`config.mk`:
```
export PLATFORM = sky130hd
export DESIGN_NAME = jcl_host
export DESIGN_NICKNAME = d
export VERILOG_FILES = /design/src/core/jcl_pkg.sv /design/src/core/jcl_host.sv /design/src/core/jcl_sync.sv
export SDC_FILE = /design/constraint.sdc
export NUM_CORES = 1
export LEC_CHECK = 0
export BUFFER_PORTS_ARGS = -buffer_cell sky130_fd_sc_hd__buf_2
export CAP_MARGIN = 10
export CORE_MARGIN = 2
export CORE_UTILIZATION = 55
export CTS_BUF_LIST = sky130_fd_sc_hd__clkbuf_8 sky130_fd_sc_hd__clkbuf_16
export DETAILED_ROUTE_END_ITERATION = 12
export GPL_TIMING_DRIVEN = 1
export HOLD_SLACK_MARGIN = 0.03
export PLACE_DENSITY = 0.76
export SYNTH_ARGS = -nofsm -noshare
export SYNTH_HDL_FRONTEND = slang
export SYNTH_SLANG_ARGS = --single-unit
```
`constraint.sdc`:
```
create_clock -name clock -period 10.22 [get_ports clock]
set_input_delay 1.022 -clock clock [delete_from_list [all_inputs] [get_ports clock]]
set_output_delay 1.022 -clock clock [all_outputs]
set_load 0.1 [all_outputs]
```
`src/core/jcl_pkg.sv`:
```
// Constants, register map and command codes of the configuration loader host
package jcl_pkg;

    localparam int CLK_PERIOD_NS = 4;
    localparam int TCK_HALF_NS = 24;
    localparam int TCK_HALF_CYC_I = (TCK_HALF_NS + CLK_PERIOD_NS - 1) / CLK_PERIOD_NS;
    localparam logic [3:0] TCK_HALF_CYC = 4'(TCK_HALF_CYC_I);
    localparam int PROG_PULSE_NS = 300;
    localparam int PROG_PULSE_CYC_I = (PROG_PULSE_NS + CLK_PERIOD_NS - 1) / CLK_PERIOD_NS;
    localparam logic [6:0] PROG_PULSE_CYC = 7'(PROG_PULSE_CYC_I);

    localparam logic [4:0] ADDR_CTRL = 5'h00;
    localparam logic [4:0] ADDR_IR_VALUE = 5'h04;
    localparam logic [4:0] ADDR_IR_LENGTH = 5'h08;
    localparam logic [4:0] ADDR_DR_DATA = 5'h0C;
    localparam logic [4:0] ADDR_COUNT = 5'h10;
    localparam logic [4:0] ADDR_STATUS = 5'h14;
    localparam logic [4:0] ADDR_CAPTURE = 5'h18;

    localparam logic [1:0] RESP_OKAY = 2'h0;
    localparam logic [1:0] RESP_SLVERR = 2'h2;

    localparam logic [3:0] CMD_RESET = 4'h1;
    localparam logic [3:0] CMD_IR = 4'h2;
    localparam logic [3:0] CMD_DR_WORD = 4'h3;
    localparam logic [3:0] CMD_PAD = 4'h4;
    localparam logic [3:0] CMD_STARTUP = 4'h5;
    localparam logic [3:0] CMD_IDLE = 4'h6;
    localparam logic [3:0] CMD_PROGRAM = 4'h7;
    localparam int CTRL_LAST_BIT = 8;
    localparam int STAT_BUSY_BIT = 0;
    localparam int STAT_DONE_BIT = 1;
    localparam int STAT_REFUSED_BIT = 2;
    localparam int STAT_PROG_BIT = 3;

    localparam logic [31:0] IR_CONFIG_LOAD = 32'h0000_0005;
    localparam logic [31:0] IR_STARTUP_CLOCK = 32'h0000_000C;
    localparam logic [31:0] IR_BYPASS = 32'hFFFF_FFFF;
    localparam logic [5:0] IR_LEN_RESET = 6'h05;
    localparam logic [15:0] STARTUP_MIN = 16'h000C;
    localparam logic [5:0] PAD_BASE = 6'h20;
    localparam logic [15:0] DR_WORD_BITS = 16'h0020;

    // TMS patterns, sent from bit 0 upward
    localparam logic [7:0] PAT_RESET = 8'h1F;
    localparam logic [2:0] LEN_RESET = 3'h6;
    localparam logic [7:0] PAT_TO_SHIFT = 8'h03;
    localparam logic [2:0] LEN_TO_SHIFT = 3'h4;
    localparam logic [7:0] PAT_UPDATE = 8'h01;
    localparam logic [2:0] LEN_UPDATE = 3'h1;
    localparam logic [7:0] PAT_TO_IDLE = 8'h03;
    localparam logic [2:0] LEN_TO_IDLE = 3'h3;
    localparam logic [7:0] PAT_IDLE = 8'h00;
    localparam logic [2:0] LEN_IDLE = 3'h1;

    typedef enum logic [2:0] {
        S_IDLE = 3'b001,
        S_RUN = 3'b010,
        S_PULSE = 3'b100
    } jcl_state_type;

endpackage

```
`src/core/jcl_host.sv`:
```
// Boundary-scan configuration loader host with AXI4-Lite command registers
//
// Register access over AXI4-Lite and the register addresses were left to the implementer.
`timescale 1ns/10ps
module jcl_host (
    input wire logic clock,
    input wire logic rst,
    input wire logic [4:0] s_axi_awaddr,
    input wire logic s_axi_awvalid,
    output logic s_axi_awready,
    input wire logic [31:0] s_axi_wdata,
    input wire logic [3:0] s_axi_wstrb,
    input wire logic s_axi_wvalid,
    output logic s_axi_wready,
    output logic [1:0] s_axi_bresp,
    output logic s_axi_bvalid,
    input wire logic s_axi_bready,
    input wire logic [4:0] s_axi_araddr,
    input wire logic s_axi_arvalid,
    output logic s_axi_arready,
    output logic [31:0] s_axi_rdata,
    output logic [1:0] s_axi_rresp,
    output logic s_axi_rvalid,
    input wire logic s_axi_rready,
    output logic jtag_tck,
    output logic jtag_tms,
    output logic jtag_tdi,
    input wire logic jtag_tdo,
    output logic cfg_program_n,
    input wire logic cfg_done
);
    import jcl_pkg::*;

    // Pin synchronisers
    logic [1:0] pins_sync;
    logic tdo_s;
    logic done_s;
    jcl_sync #(.WIDTH(2)) u_sync (
        .clock(clock),
        .rst(rst),
        .async_in({cfg_done, jtag_tdo}),
        .sync_out(pins_sync)
    );
    assign tdo_s = pins_sync[0];
    assign done_s = pins_sync[1];

    // AXI4-Lite slave
    logic awready_q, wready_q, bvalid_q, arready_q, rvalid_q;
    logic aw_got_q, w_got_q;
    logic [4:0] awaddr_q;
    logic [31:0] wdata_q;
    logic [3:0] wstrb_q;
    logic [1:0] bresp_q, rresp_q;
    logic [31:0] rdata_q;

    logic aw_take, w_take, do_write, ar_take;
    logic aw_got_d, w_got_d, bvalid_d, rvalid_d;
    assign aw_take = s_axi_awvalid & awready_q;
    assign w_take = s_axi_wvalid & wready_q;
    assign do_write = aw_got_q & w_got_q;
    assign aw_got_d = (aw_got_q | aw_take) & ~do_write;
    assign w_got_d = (w_got_q | w_take) & ~do_write;
    assign bvalid_d = do_write | (bvalid_q & ~s_axi_bready);
    assign ar_take = s_axi_arvalid & arready_q;
    assign rvalid_d = ar_take | (rvalid_q & ~s_axi_rready);

    logic [31:0] wmask;
    assign wmask = {{8{wstrb_q[3]}}, {8{wstrb_q[2]}}, {8{wstrb_q[1]}}, {8{wstrb_q[0]}}};

    logic wr_ctrl, wr_ir, wr_len, wr_data, wr_count, wr_status, wr_known;
    assign wr_ctrl = do_write & (awaddr_q == ADDR_CTRL);
    assign wr_ir = do_write & (awaddr_q == ADDR_IR_VALUE);
    assign wr_len = do_write & (awaddr_q == ADDR_IR_LENGTH);
    assign wr_data = do_write & (awaddr_q == ADDR_DR_DATA);
    assign wr_count = do_write & (awaddr_q == ADDR_COUNT);
    assign wr_status = do_write & (awaddr_q == ADDR_STATUS);
    assign wr_known = wr_ctrl | wr_ir | wr_len | wr_data | wr_count | wr_status;

    always_ff @(posedge clock or posedge rst) begin
        if (rst) begin
            awready_q <= 1'b0;
            wready_q <= 1'b0;
            aw_got_q <= 1'b0;
            w_got_q <= 1'b0;
            bvalid_q <= 1'b0;
            bresp_q <= RESP_OKAY;
        end else begin
            aw_got_q <= aw_got_d;
            w_got_q <= w_got_d;
            awready_q <= ~aw_got_d & ~bvalid_d;
            wready_q <= ~w_got_d & ~bvalid_d;
            bvalid_q <= bvalid_d;
            if (do_write) begin
                bresp_q <= wr_known ? RESP_OKAY : RESP_SLVERR;
            end
        end
    end

    always_ff @(posedge clock or posedge rst) begin
        if (rst) begin
            awaddr_q <= 5'h00;
            wdata_q <= 32'h0000_0000;
            wstrb_q <= 4'h0;
        end else begin
            if (aw_take) begin
                awaddr_q <= {s_axi_awaddr[4:2], 2'h0};
            end
            if (w_take) begin
                wdata_q <= s_axi_wdata;
                wstrb_q <= s_axi_wstrb;
            end
        end
    end

    // Software registers
    logic [31:0] ir_value_q, dr_data_q, ctrl_q;
    logic [5:0] ir_len_q;
    logic [15:0] count_q;
    logic refused_q;
    jcl_state_type state_q;

    logic [31:0] ctrl_new;
    logic [3:0] cmd;
    logic cmd_last, cmd_known, accept;
    assign ctrl_new = (ctrl_q & ~wmask) | (wdata_q & wmask);
    assign cmd = ctrl_new[3:0];
    assign cmd_last = ctrl_new[CTRL_LAST_BIT];
    assign cmd_known = (cmd >= CMD_RESET) & (cmd <= CMD_PROGRAM);
    // One operation at a time; chained devices are handled by successive commands
    assign accept = wr_ctrl & cmd_known & (state_q == S_IDLE);

    always_ff @(posedge clock or posedge rst) begin
        if (rst) begin
            ctrl_q <= 32'h0000_0000;
            ir_value_q <= IR_CONFIG_LOAD;
            ir_len_q <= IR_LEN_RESET;
            dr_data_q <= 32'h0000_0000;
            count_q <= STARTUP_MIN;
        end else begin
            if (wr_ctrl) begin
                ctrl_q <= ctrl_new;
            end
            if (wr_ir) begin
                ir_value_q <= (ir_value_q & ~wmask) | (wdata_q & wmask);
            end
            if (wr_len) begin
                ir_len_q <= (ir_len_q & wmask[5:0]) ^ ir_len_q ^ (wdata_q[5:0] & wmask[5:0]);
            end
            if (wr_data) begin
                dr_data_q <= (dr_data_q & ~wmask) | (wdata_q & wmask);
            end
            if (wr_count) begin
                count_q <= (count_q & ~wmask[15:0]) | (wdata_q[15:0] & wmask[15:0]);
            end
        end
    end

    // Refused command flag: a new refusal wins over a clear in the same cycle
    logic refuse_evt;
    assign refuse_evt = wr_ctrl & ~accept;
    always_ff @(posedge clock or posedge rst) begin
        if (rst) begin
            refused_q <= 1'b0;
        end else if (refuse_evt) begin
            refused_q <= 1'b1;
        end else if (wr_status & wstrb_q[0] & wdata_q[STAT_REFUSED_BIT]) begin
            refused_q <= 1'b0;
        end
    end

    // Read path
    logic [31:0] capture_q;
    logic program_n_q;
    logic [31:0] status_word;
    logic [31:0] rd_mux;
    logic rd_known;
    assign status_word = {28'h000_0000, ~program_n_q, refused_q, done_s, (state_q != S_IDLE)};
    assign rd_known = (s_axi_araddr[4:2] <= ADDR_CAPTURE[4:2]);
    assign rd_mux = (s_axi_araddr[4:2] == ADDR_CTRL[4:2]) ? ctrl_q :
                    (s_axi_araddr[4:2] == ADDR_IR_VALUE[4:2]) ? ir_value_q :
                    (s_axi_araddr[4:2] == ADDR_IR_LENGTH[4:2]) ? {26'h000_0000, ir_len_q} :
                    (s_axi_araddr[4:2] == ADDR_DR_DATA[4:2]) ? dr_data_q :
                    (s_axi_araddr[4:2] == ADDR_COUNT[4:2]) ? {16'h0000, count_q} :
                    (s_axi_araddr[4:2] == ADDR_STATUS[4:2]) ? status_word :
                    (s_axi_araddr[4:2] == ADDR_CAPTURE[4:2]) ? capture_q :
                    32'h0000_0000;

    always_ff @(posedge clock or posedge rst) begin
        if (rst) begin
            arready_q <= 1'b0;
            rvalid_q <= 1'b0;
            rdata_q <= 32'h0000_0000;
            rresp_q <= RESP_OKAY;
        end else begin
            arready_q <= ~rvalid_d;
            rvalid_q <= rvalid_d;
            if (ar_take) begin
                rdata_q <= rd_mux;
                rresp_q <= rd_known ? RESP_OKAY : RESP_SLVERR;
            end
        end
    end

    // Per-command load values for the bit sequencer
    logic [7:0] ld_pre_pat, ld_post_pat;
    logic [2:0] ld_pre_len, ld_post_len;
    logic [15:0] ld_sh_len, start_cnt;
    logic [31:0] ld_sh_data;
    logic ld_msb, ld_last_hi;
    logic [5:0] pad_cnt;
    logic is_reset, is_ir, is_dr, is_pad, is_start, is_idle;
    assign is_reset = (cmd == CMD_RESET);
    assign is_ir = (cmd == CMD_IR);
    assign is_dr = (cmd == CMD_DR_WORD);
    assign is_pad = (cmd == CMD_PAD);
    assign is_start = (cmd == CMD_STARTUP);
    assign is_idle = (cmd == CMD_IDLE);
    assign pad_cnt = PAD_BASE - {1'b0, count_q[4:0]};
    assign start_cnt = (count_q < STARTUP_MIN) ? STARTUP_MIN : count_q;

    assign ld_pre_pat = is_reset ? PAT_RESET : is_ir ? PAT_TO_SHIFT : PAT_IDLE;
    assign ld_pre_len = is_reset ? LEN_RESET : is_ir ? LEN_TO_SHIFT : is_idle ? LEN_IDLE : 3'h0;
    assign ld_sh_len = is_ir ? {10'h000, ir_len_q} : is_dr ? DR_WORD_BITS :
                       is_pad ? {10'h000, pad_cnt} : is_start ? start_cnt : 16'h0000;
    // Instruction shifts LSB first; bypass patterns for chained devices come from software
    assign ld_sh_data = is_ir ? ir_value_q : is_dr ? dr_data_q : 32'h0000_0000;
    assign ld_msb = is_dr;
    assign ld_last_hi = is_ir | (is_dr & cmd_last);
    assign ld_post_pat = is_ir ? PAT_TO_SHIFT : is_dr ? PAT_UPDATE : PAT_TO_IDLE;
    assign ld_post_len = is_ir ? LEN_TO_SHIFT : (is_dr & cmd_last) ? LEN_UPDATE :
                         is_start ? LEN_TO_IDLE : 3'h0;

    // Bit sequencer: pre pattern, data bits, post pattern
    logic [7:0] pre_pat_q, post_pat_q;
    logic [2:0] pre_left_q, post_left_q;
    logic [15:0] sh_left_q;
    logic [31:0] sh_data_q;
    logic msb_q, last_hi_q;
    logic in_pre, in_sh, in_post, bit_avail, bit_tms, bit_tdi;
    assign in_pre = (pre_left_q != 3'h0);
    assign in_sh = ~in_pre & (sh_left_q != 16'h0000);
    assign in_post = ~in_pre & ~in_sh & (post_left_q != 3'h0);
    assign bit_avail = in_pre | in_sh | in_post;
    assign bit_tms = in_pre ? pre_pat_q[0] :
                     in_sh ? (last_hi_q & (sh_left_q == 16'h0001)) : post_pat_q[0];
    assign bit_tdi = in_sh & (msb_q ? sh_data_q[31] : sh_data_q[0]);

    // Test clock divider and edge timing
    logic [3:0] div_q;
    logic tck_q, tms_q, tdi_q, pend_q, pend_sh_q;
    logic tick, fetch, rise;
    assign tick = (state_q == S_RUN) & (div_q == TCK_HALF_CYC - 4'h1);
    assign fetch = tick & (tck_q | ~pend_q);
    assign rise = tick & ~tck_q & pend_q;

    always_ff @(posedge clock or posedge rst) begin
        if (rst) begin
            pre_pat_q <= 8'h00;
            pre_left_q <= 3'h0;
            post_pat_q <= 8'h00;
            post_left_q <= 3'h0;
        end else if (accept) begin
            pre_pat_q <= ld_pre_pat;
            pre_left_q <= ld_pre_len;
            post_pat_q <= ld_post_pat;
            post_left_q <= ld_post_len;
        end else if (fetch & in_pre) begin
            pre_pat_q <= {1'b0, pre_pat_q[7:1]};
            pre_left_q <= pre_left_q - 3'h1;
        end else if (fetch & in_post) begin
            post_pat_q <= {1'b0, post_pat_q[7:1]};
            post_left_q <= post_left_q - 3'h1;
        end
    end

    always_ff @(posedge clock or posedge rst) begin
        if (rst) begin
            sh_left_q <= 16'h0000;
            sh_data_q <= 32'h0000_0000;
            msb_q <= 1'b0;
            last_hi_q <= 1'b0;
        end else if (accept) begin
            sh_left_q <= ld_sh_len;
            sh_data_q <= ld_sh_data;
            msb_q <= ld_msb;
            last_hi_q <= ld_last_hi;
        end else if (fetch & in_sh) begin
            sh_left_q <= sh_left_q - 16'h0001;
            sh_data_q <= msb_q ? {sh_data_q[30:0], 1'b0} : {1'b0, sh_data_q[31:1]};
        end
    end

    // Pins change at the falling edge, or with the clock still low for a command's first bit, so the device samples stable levels on the rise
    always_ff @(posedge clock or posedge rst) begin
        if (rst) begin
            div_q <= 4'h0;
            tck_q <= 1'b0;
            tms_q <= 1'b1;
            tdi_q <= 1'b0;
            pend_q <= 1'b0;
            pend_sh_q <= 1'b0;
        end else begin
            div_q <= (tick | (state_q != S_RUN)) ? 4'h0 : div_q + 4'h1;
            if (tick) begin
                tck_q <= ~tck_q & pend_q;
            end
            if (fetch) begin
                pend_q <= bit_avail;
                pend_sh_q <= in_sh;
                if (bit_avail) begin
                    tms_q <= bit_tms;
                    tdi_q <= bit_tdi;
                end
            end
        end
    end

    // Data captured from the device on each rising test clock of a data bit
    always_ff @(posedge clock or posedge rst) begin
        if (rst) begin
            capture_q <= 32'h0000_0000;
        end else if (rise & pend_sh_q) begin
            capture_q <= msb_q ? {capture_q[30:0], tdo_s} : {tdo_s, capture_q[31:1]};
        end
    end

    // Operation state and restart pulse
    logic [6:0] pulse_q;
    always_ff @(posedge clock or posedge rst) begin
        if (rst) begin
            state_q <= S_IDLE;
            pulse_q <= 7'h00;
            program_n_q <= 1'b1;
        end else begin
            case (state_q)
                S_IDLE: begin
                    if (accept & (cmd == CMD_PROGRAM)) begin
                        state_q <= S_PULSE;
                        pulse_q <= PROG_PULSE_CYC;
                        program_n_q <= 1'b0;
                    end else if (accept) begin
                        state_q <= S_RUN;
                    end
                end
                S_RUN: begin
                    if (fetch & ~bit_avail) begin
                        state_q <= S_IDLE;
                    end
                end
                S_PULSE: begin
                    pulse_q <= pulse_q - 7'h01;
                    if (pulse_q == 7'h01) begin
                        program_n_q <= 1'b1;
                        state_q <= S_IDLE;
                    end
                end
                default: begin
                    state_q <= S_IDLE;
                    program_n_q <= 1'b1;
                end
            endcase
        end
    end

    assign s_axi_awready = awready_q;
    assign s_axi_wready = wready_q;
    assign s_axi_bvalid = bvalid_q;
    assign s_axi_bresp = bresp_q;
    assign s_axi_arready = arready_q;
    assign s_axi_rvalid = rvalid_q;
    assign s_axi_rdata = rdata_q;
    assign s_axi_rresp = rresp_q;
    assign jtag_tck = tck_q;
    assign jtag_tms = tms_q;
    assign jtag_tdi = tdi_q;
    assign cfg_program_n = program_n_q;
endmodule

```
`src/core/jcl_sync.sv`:
```
// Two-flop synchroniser bank for pins arriving from outside the clock domain
`timescale 1ns/10ps
module jcl_sync #(
    parameter int WIDTH = 2
) (
    input wire logic clock,
    input wire logic rst,
    input wire logic [WIDTH-1:0] async_in,
    output logic [WIDTH-1:0] sync_out
);
    genvar i;
    generate
        for (i = 0; i < WIDTH; i++) begin : g_bit
            logic meta_q;
            logic sync_q;
            always_ff @(posedge clock or posedge rst) begin
                if (rst) begin
                    meta_q <= 1'b0;
                    sync_q <= 1'b0;
                end else begin
                    meta_q <= async_in[i];
                    sync_q <= meta_q;
                end
            end
            assign sync_out[i] = sync_q;
        end
    endgenerate
endmodule

```
==> out/results.txt, run 1 <==
status: complete, no violations
# clock sinks: 318
nature of the critical path startpoint: flip-flop
Hold Path Stages: 0
largest net degree at the start of global routing: 117
ANT nets after route: 0
# DRC: 0
die area: 0.0293 mm2
Largest delay share family, worst path: simple AND/OR/NAND/NOR gates
number of I/O pins: 100
Reg2Reg Launch Point: wstrb_q[0]$_DFFE_PP0P_
syn_area_per_cell: 11.2 um2
CTS clk-pin slew, worst paths: 0.06 ns
leading area contributor after synthesis: dfrtp_1
Synth async-reset ratio: 100%
layout cells sized above 1: 25.9%
number of synthesized flops with an enable pin: 0
DRT Pass-1 Iters: 5
area delta synth->final: 11.7%
reg2reg end: sh_data_q[29]$_DFFE_PP0P_
GRT Overall Usage: 25.4%
HP Class: reg2reg
Mapped Area: 0.0154 mm2
setup TNS: 0 ns
slowest stage delay, CP: 0.82 ns
gpl congestion: 0.832
CTS Buf Count: 34
drt total wl: 36,500 um
gr ovfl total: 0
antenna cell count: 0
global-route wire length before repair: 58,800 um
RSZ-0062 raised after global routing: false
Vert. Die Dim: 171 um
HPWL after detailed placement: 23,800 um
initial antenna violation count: 0
Setup crit end kind: flip-flop
Worst Hold Endpoint: u_sync.g_bit[0].sync_q$_DFF_PP0_
Power per Cell Area: 259 mW/mm2
Worst Skew: 0.0158 ns
Nets: 1,490
register area share after synthesis: 51.8%
Yosys top cell area share: 50.2%
DR iter-0 viols: 1,033
Buf/Inv on CP: 1
Max-Cap Viols: 0
Hold Startpoint: u_sync.g_bit[0].meta_q$_DFF_PP0_
CTS root buffer: clkbuf_16
final hold vios: 0
final setup fails: 0
initial cell density of the core: 55.6%
utilization after layout: 62.0%
VDD IR max: 0.000142 V
PortBufs: 93
CP Class: reg2reg
# rows: 61
routed vias: 11,084
Worst R2R Path Depth: 6
fmax: 294 MHz
Crit Path Max Fanout: 36
Distinct cells, synth: 75
Ys Warns: 0
wire length per cell: 20.0 um
Die W: 171 um
P_leak: 0.00776 uW
Tcrit/Tclk final: 33.2%
hold-fix buffers at CTS: 0
crit path max-delay cell type: dfrtp_1
Setup Buffers After CTS: 0
synthesized instance count: 1,374
relative slew slack: 22.7%
clk_lat worst skew: 0.52 ns
Synth Register Bits: 318
CTS tree: done
Max Slew Vio Count: 0
Most used DFF post-synth: dfrtp_1
core area: 0.0277 mm2
vias per cell: 6.08
clk buf depth: 3
vias in the first global route: 10,811
Critical Path, Cell by Cell: or3b_2 > a21oi_1 > or2_2 > buf_4 > o22ai_1 > a31o_2
Synth area leaders: dfrtp_1 (50%), mux2_2 (12%), mux2i_1 (6.4%), nand2_1 (2.8%), a21oi_1 (2.4%)
top cells by count, synth: dfrtp_1 (309), mux2_2 (169), nand2_1 (113)
Crit path required time: 10.62 ns
Worst Tran Pin Value: 1.16 ns
CTS H-Tree Depth: 2
CTS resizes: 0
post-layout min period: 3.40 ns
crit path DAT: 3.80 ns
r2r setup slk: 6.82 ns
top-count cell post-synth: dfrtp_1
Tot Pwr: 4450 uW
## report_power, final
part	switching, uW	total, uW	internal, uW
Combinational	769	1290	519
Clock	492	1190	698
Sequential	364	1980	1610
## worst max-delay path by stage
stage	start	to	slack, ns	cells past startpoint
final	wstrb_q[0]$_DFFE_PP0P_	sh_data_q[29]$_DFFE_PP0P_	6.82	6
after global routing	wstrb_q[0]$_DFFE_PP0P_	sh_data_q[29]$_DFFE_PP0P_	6.66	6
after CTS	wstrb_q[0]$_DFFE_PP0P_	sh_data_q[29]$_DFFE_PP0P_	6.90	6
after detailed placement	rst	async pin	6.69	4
after global placement	rst	async pin	6.71	4
after floorplan	rst	async pin	0.41	1
## stage by stage
step | setup slack [ns] | hold slack, ns | area [um2] | instances
CTS | 6.90 | 0.364 | 17200 | 1824
detailed placement | 6.69 | 0.352 | 16100 | 1765
global placement | 6.71 | 0.336 | 16100 | 1765
finish | 6.82 | 0.361 | 17200 | 1824
floorplan | 0.413 | 0.331 | 15400 | 1375
global route | 6.66 | 0.365 | 17200 | 1824
## per-layer routing
| layer | vias up | track usage, % | share of wire [%] |
|---|---|---|---|
| li1 | 5107 | - | - |
| met1 | 5572 | 34.6 | 42 |
| met4 | 0 | 8.25 | 3.0 |
| met2 | 334 | 42.4 | 50 |
| met3 | 71 | 3.41 | 5.1 |
| met5 | - | 0 | 0 |
## final cells by class
type / instances / area (um2)
fill: 2276 / 10500
inverter: 18 / 75.1
multi-input combinational: 947 / 7030
clock buffer: 43 / 975
clock inverter: 16 / 113
timing repair buffer: 104 / 548
tap: 378 / 473
sequential: 318 / 7970
## logic make-up (layout without fill, tap and decap cells)
logic type               after synthesis  in the layout  share of synthesized area, %
flip-flops                           318            318                          51.8
AO/OA/AOI/OAI                        292            292                          12.7
buffers and inverters                110            181                          2.86
other                                  1              2                        0.0244
multiplexers                         275            275                          19.8
adder cells (fa/ha/maj)               12             12                         0.975
XOR/XNOR                              20             20                          1.14
AND/OR/NAND/NOR                      346            346                          10.8
## cells in the final DEF, fill, tap and decap left out, types with 16 or more instances in the layout
| cell type | instances |
|---|---|
| a211oi_1 | 16 |
| a21oi_1 | 74 |
| a22o_1 | 16 |
| a22oi_1 | 19 |
| a2bb2oi_1 | 17 |
| buf_2 | 93 |
| clkbuf_16 | 34 |
| dfrtp_1 | 308 |
| inv_1 | 26 |
| mux2_2 | 169 |
| mux2i_1 | 98 |
| nand2_1 | 111 |
| nand3_1 | 26 |
| nor2_1 | 98 |
| nor2b_1 | 17 |
| nor3_1 | 23 |
| o21ai_0 | 59 |
(Power assumes the default switching activity.)
==> run 2: changes to the inputs <==
- CORE_UTILIZATION: 55 -> 60
- PLACE_DENSITY: 0.76 -> 0.79
- clock period: 10.22 -> 3.5 ns (I/O delays scaled with it)
==> run 2 against run 1 <==
Against the previous run:
- hold slack got worse by 0.34 ns
- total power increased to 2.9 times the previous value
- clock-buffer cell count decreased by 1
- routed wire length increased by 2.4%
- register-to-register slack got worse by 6.0 ns
- die area decreased by 8.1%
- clock power increased to 2.9 times the previous value
- combinational power increased to 3.0 times the previous value
- critical path type unchanged
==> out/results.txt, run 2 (synthesis gave the netlist of run 1 again) <==
status: complete, no violations
P_leak: 0.00788 uW
largest net degree at the start of global routing: 132
clk buf depth: 3
gpl congestion: 0.870
fmax: 368 MHz
CP Class: reg2reg
Crit Path Max Fanout: 44
routed vias: 11,234
CTS resizes: 0
Worst Tran Pin Value: 1.06 ns
crit path max-delay cell type: nor4b_1
Multi-input gate area: 0.00701 mm2
Setup Buffers After CTS: 0
CTS clk-pin slew, worst paths: 0.06 ns
Vert. Die Dim: 164 um
DR iter-0 viols: 906
nature of the critical path startpoint: flip-flop
final hold vios: 0
Nets: 1,511
WHS: 0.0240 ns
global-route wire length before repair: 60,300 um
RSZ-0062 raised after global routing: false
gr ovfl total: 0
setup TNS: 0 ns
CTS Buf Count: 34
# clock sinks: 318
Register Area: 0.00797 mm2
crit path DAT: 3.12 ns
CTS H-Tree Depth: 2
relative slew slack: 29.3%
HP Class: in2async
vias per cell: 6.24
# DRC: 0
CTS tree: done
slowest stage delay, CP: 0.47 ns
layout filler cell count: 1,833
number of I/O pins: 100
DRT Pass-1 Iters: 5
vias in the first global route: 11,128
GRT Overall Usage: 28.5%
leading cell type in the layout, fill and taps excluded: dfrtp_1
Setup crit end kind: flip-flop
initial antenna violation count: 0
initial cell density of the core: 61.1%
Largest delay share family, worst path: simple AND/OR/NAND/NOR gates
layout cells sized above 1: 26.3%
Buf/Inv on CP: 2
Critical Path, Cell by Cell: inv_1 > ha_1 > nor4b_1 > nand2_1 > o21ai_4 > buf_12 > o22ai_1 > a31o_2
HPWL after detailed placement: 24,700 um
Max Slew Vio Count: 0
clk_lat worst skew: 0.51 ns
PortBufs: 93
Tcrit/Tclk final: 77.7%
antenna cell count: 0
Worst Skew: 0.0142 ns
final setup fails: 0
# rows: 58
VDD IR max: 0.000887 V
ANT nets after route: 0
CTS root buffer: clkbuf_16
die area: 0.0270 mm2
Crit path required time: 3.90 ns
area delta synth->final: 12.6%
wire length per cell: 20.8 um
most frequent cells in the layout: dfrtp_1 (308), mux2_2 (169), nand2_1 (112)
Die W: 164 um
core area: 0.0252 mm2
Max-Cap Viols: 0
drt total wl: 37,400 um
Power per Cell Area: 755 mW/mm2
post-layout min period: 2.72 ns
[run 2: changes by cell type in the layout (fill, tap and decap cells not counted), sizes merged]
cell         before  now
dlygate4sd3       0    4
clkinvlp          0    1
clkbuf           43   42
inv              29   30
buf             104  121
clkinv            4    6
bufinv            1    0
[run 2: final cells by class]
cell class,instances,area share [%]
tap,330,2.38
clock buffer,42,5.61
multi-input combinational,947,40.5
inverter,18,0.411
clock inverter,19,0.577
timing repair buffer,125,4.56
sequential,318,46.0
[run 2: final timing paths]
check / startpoint / end / slack [ns] / cells past startpoint
max reg2reg: sh_left_q[0]$_DFFE_PP0P_ / sh_data_q[5]$_DFFE_PP0P_ / 0.78 / 8
min: rst / async pin / 0.02 / 3
max: sh_left_q[0]$_DFFE_PP0P_ / sh_data_q[5]$_DFFE_PP0P_ / 0.78 / 8
max in group asynchronous: rst / async pin / 2.75 / 3
min reg2reg: u_sync.g_bit[1].meta_q$_DFF_PP0_ / u_sync.g_bit[1].sync_q$_DFF_PP0_ / 0.35 / 0
min in group clock: s_axi_wdata[25] / wdata_q[25]$_DFFE_PP0P_ / 0.06 / 2
[run 2: where the power goes]
group	switching, uW	leakage (uW)	total [uW]	internal [uW]
combinational	2320	0.00313	3880	1570
clock	1460	0.000578	3430	1970
sequential	1070	0.00417	5780	4710
[run 2: timing repair]
| item | in CTS | in global routing |
|---|---|---|
| hold endpoints to repair | 4 | 0 |
| endpoints found under the setup margin | 0 | 0 |
| hold buffers | 4 | 0 |
[run 2: per-layer routing]
layer  share of wire, %  up-vias  track usage, %
li1                   -     5151               -
met1                 43     5623            40.4
met2                 47      383            44.9
met3                6.7       77            5.08
met4                2.7        0            9.49
met5                  0        -               0
[run 2: metrics by stage]
stage               area (um2)  std cells  worst slack, ns  utilization [%]  power, uW
floorplan                15400       1375            -1.08                -       8570
global placement         16200       1734            0.912             64.4       9450
detailed placement       16200       1734            0.833             64.4       9640
CTS                      17300       1799            0.813             68.8      13100
global route             17300       1799            0.523             68.8      13700
finish                   17300       1799            0.779             68.8      13100
[run 2: worst register-to-register path: cells and delay by family, from the launching register on]
kind	cells	cell delay [ns]
AO/OA/AOI/OAI	3	0.76
AND/OR/NAND/NOR	2	0.86
adder cells (fa/ha/maj)	1	0.19
buffers and inverters	2	0.36
flip-flops	1	0.44
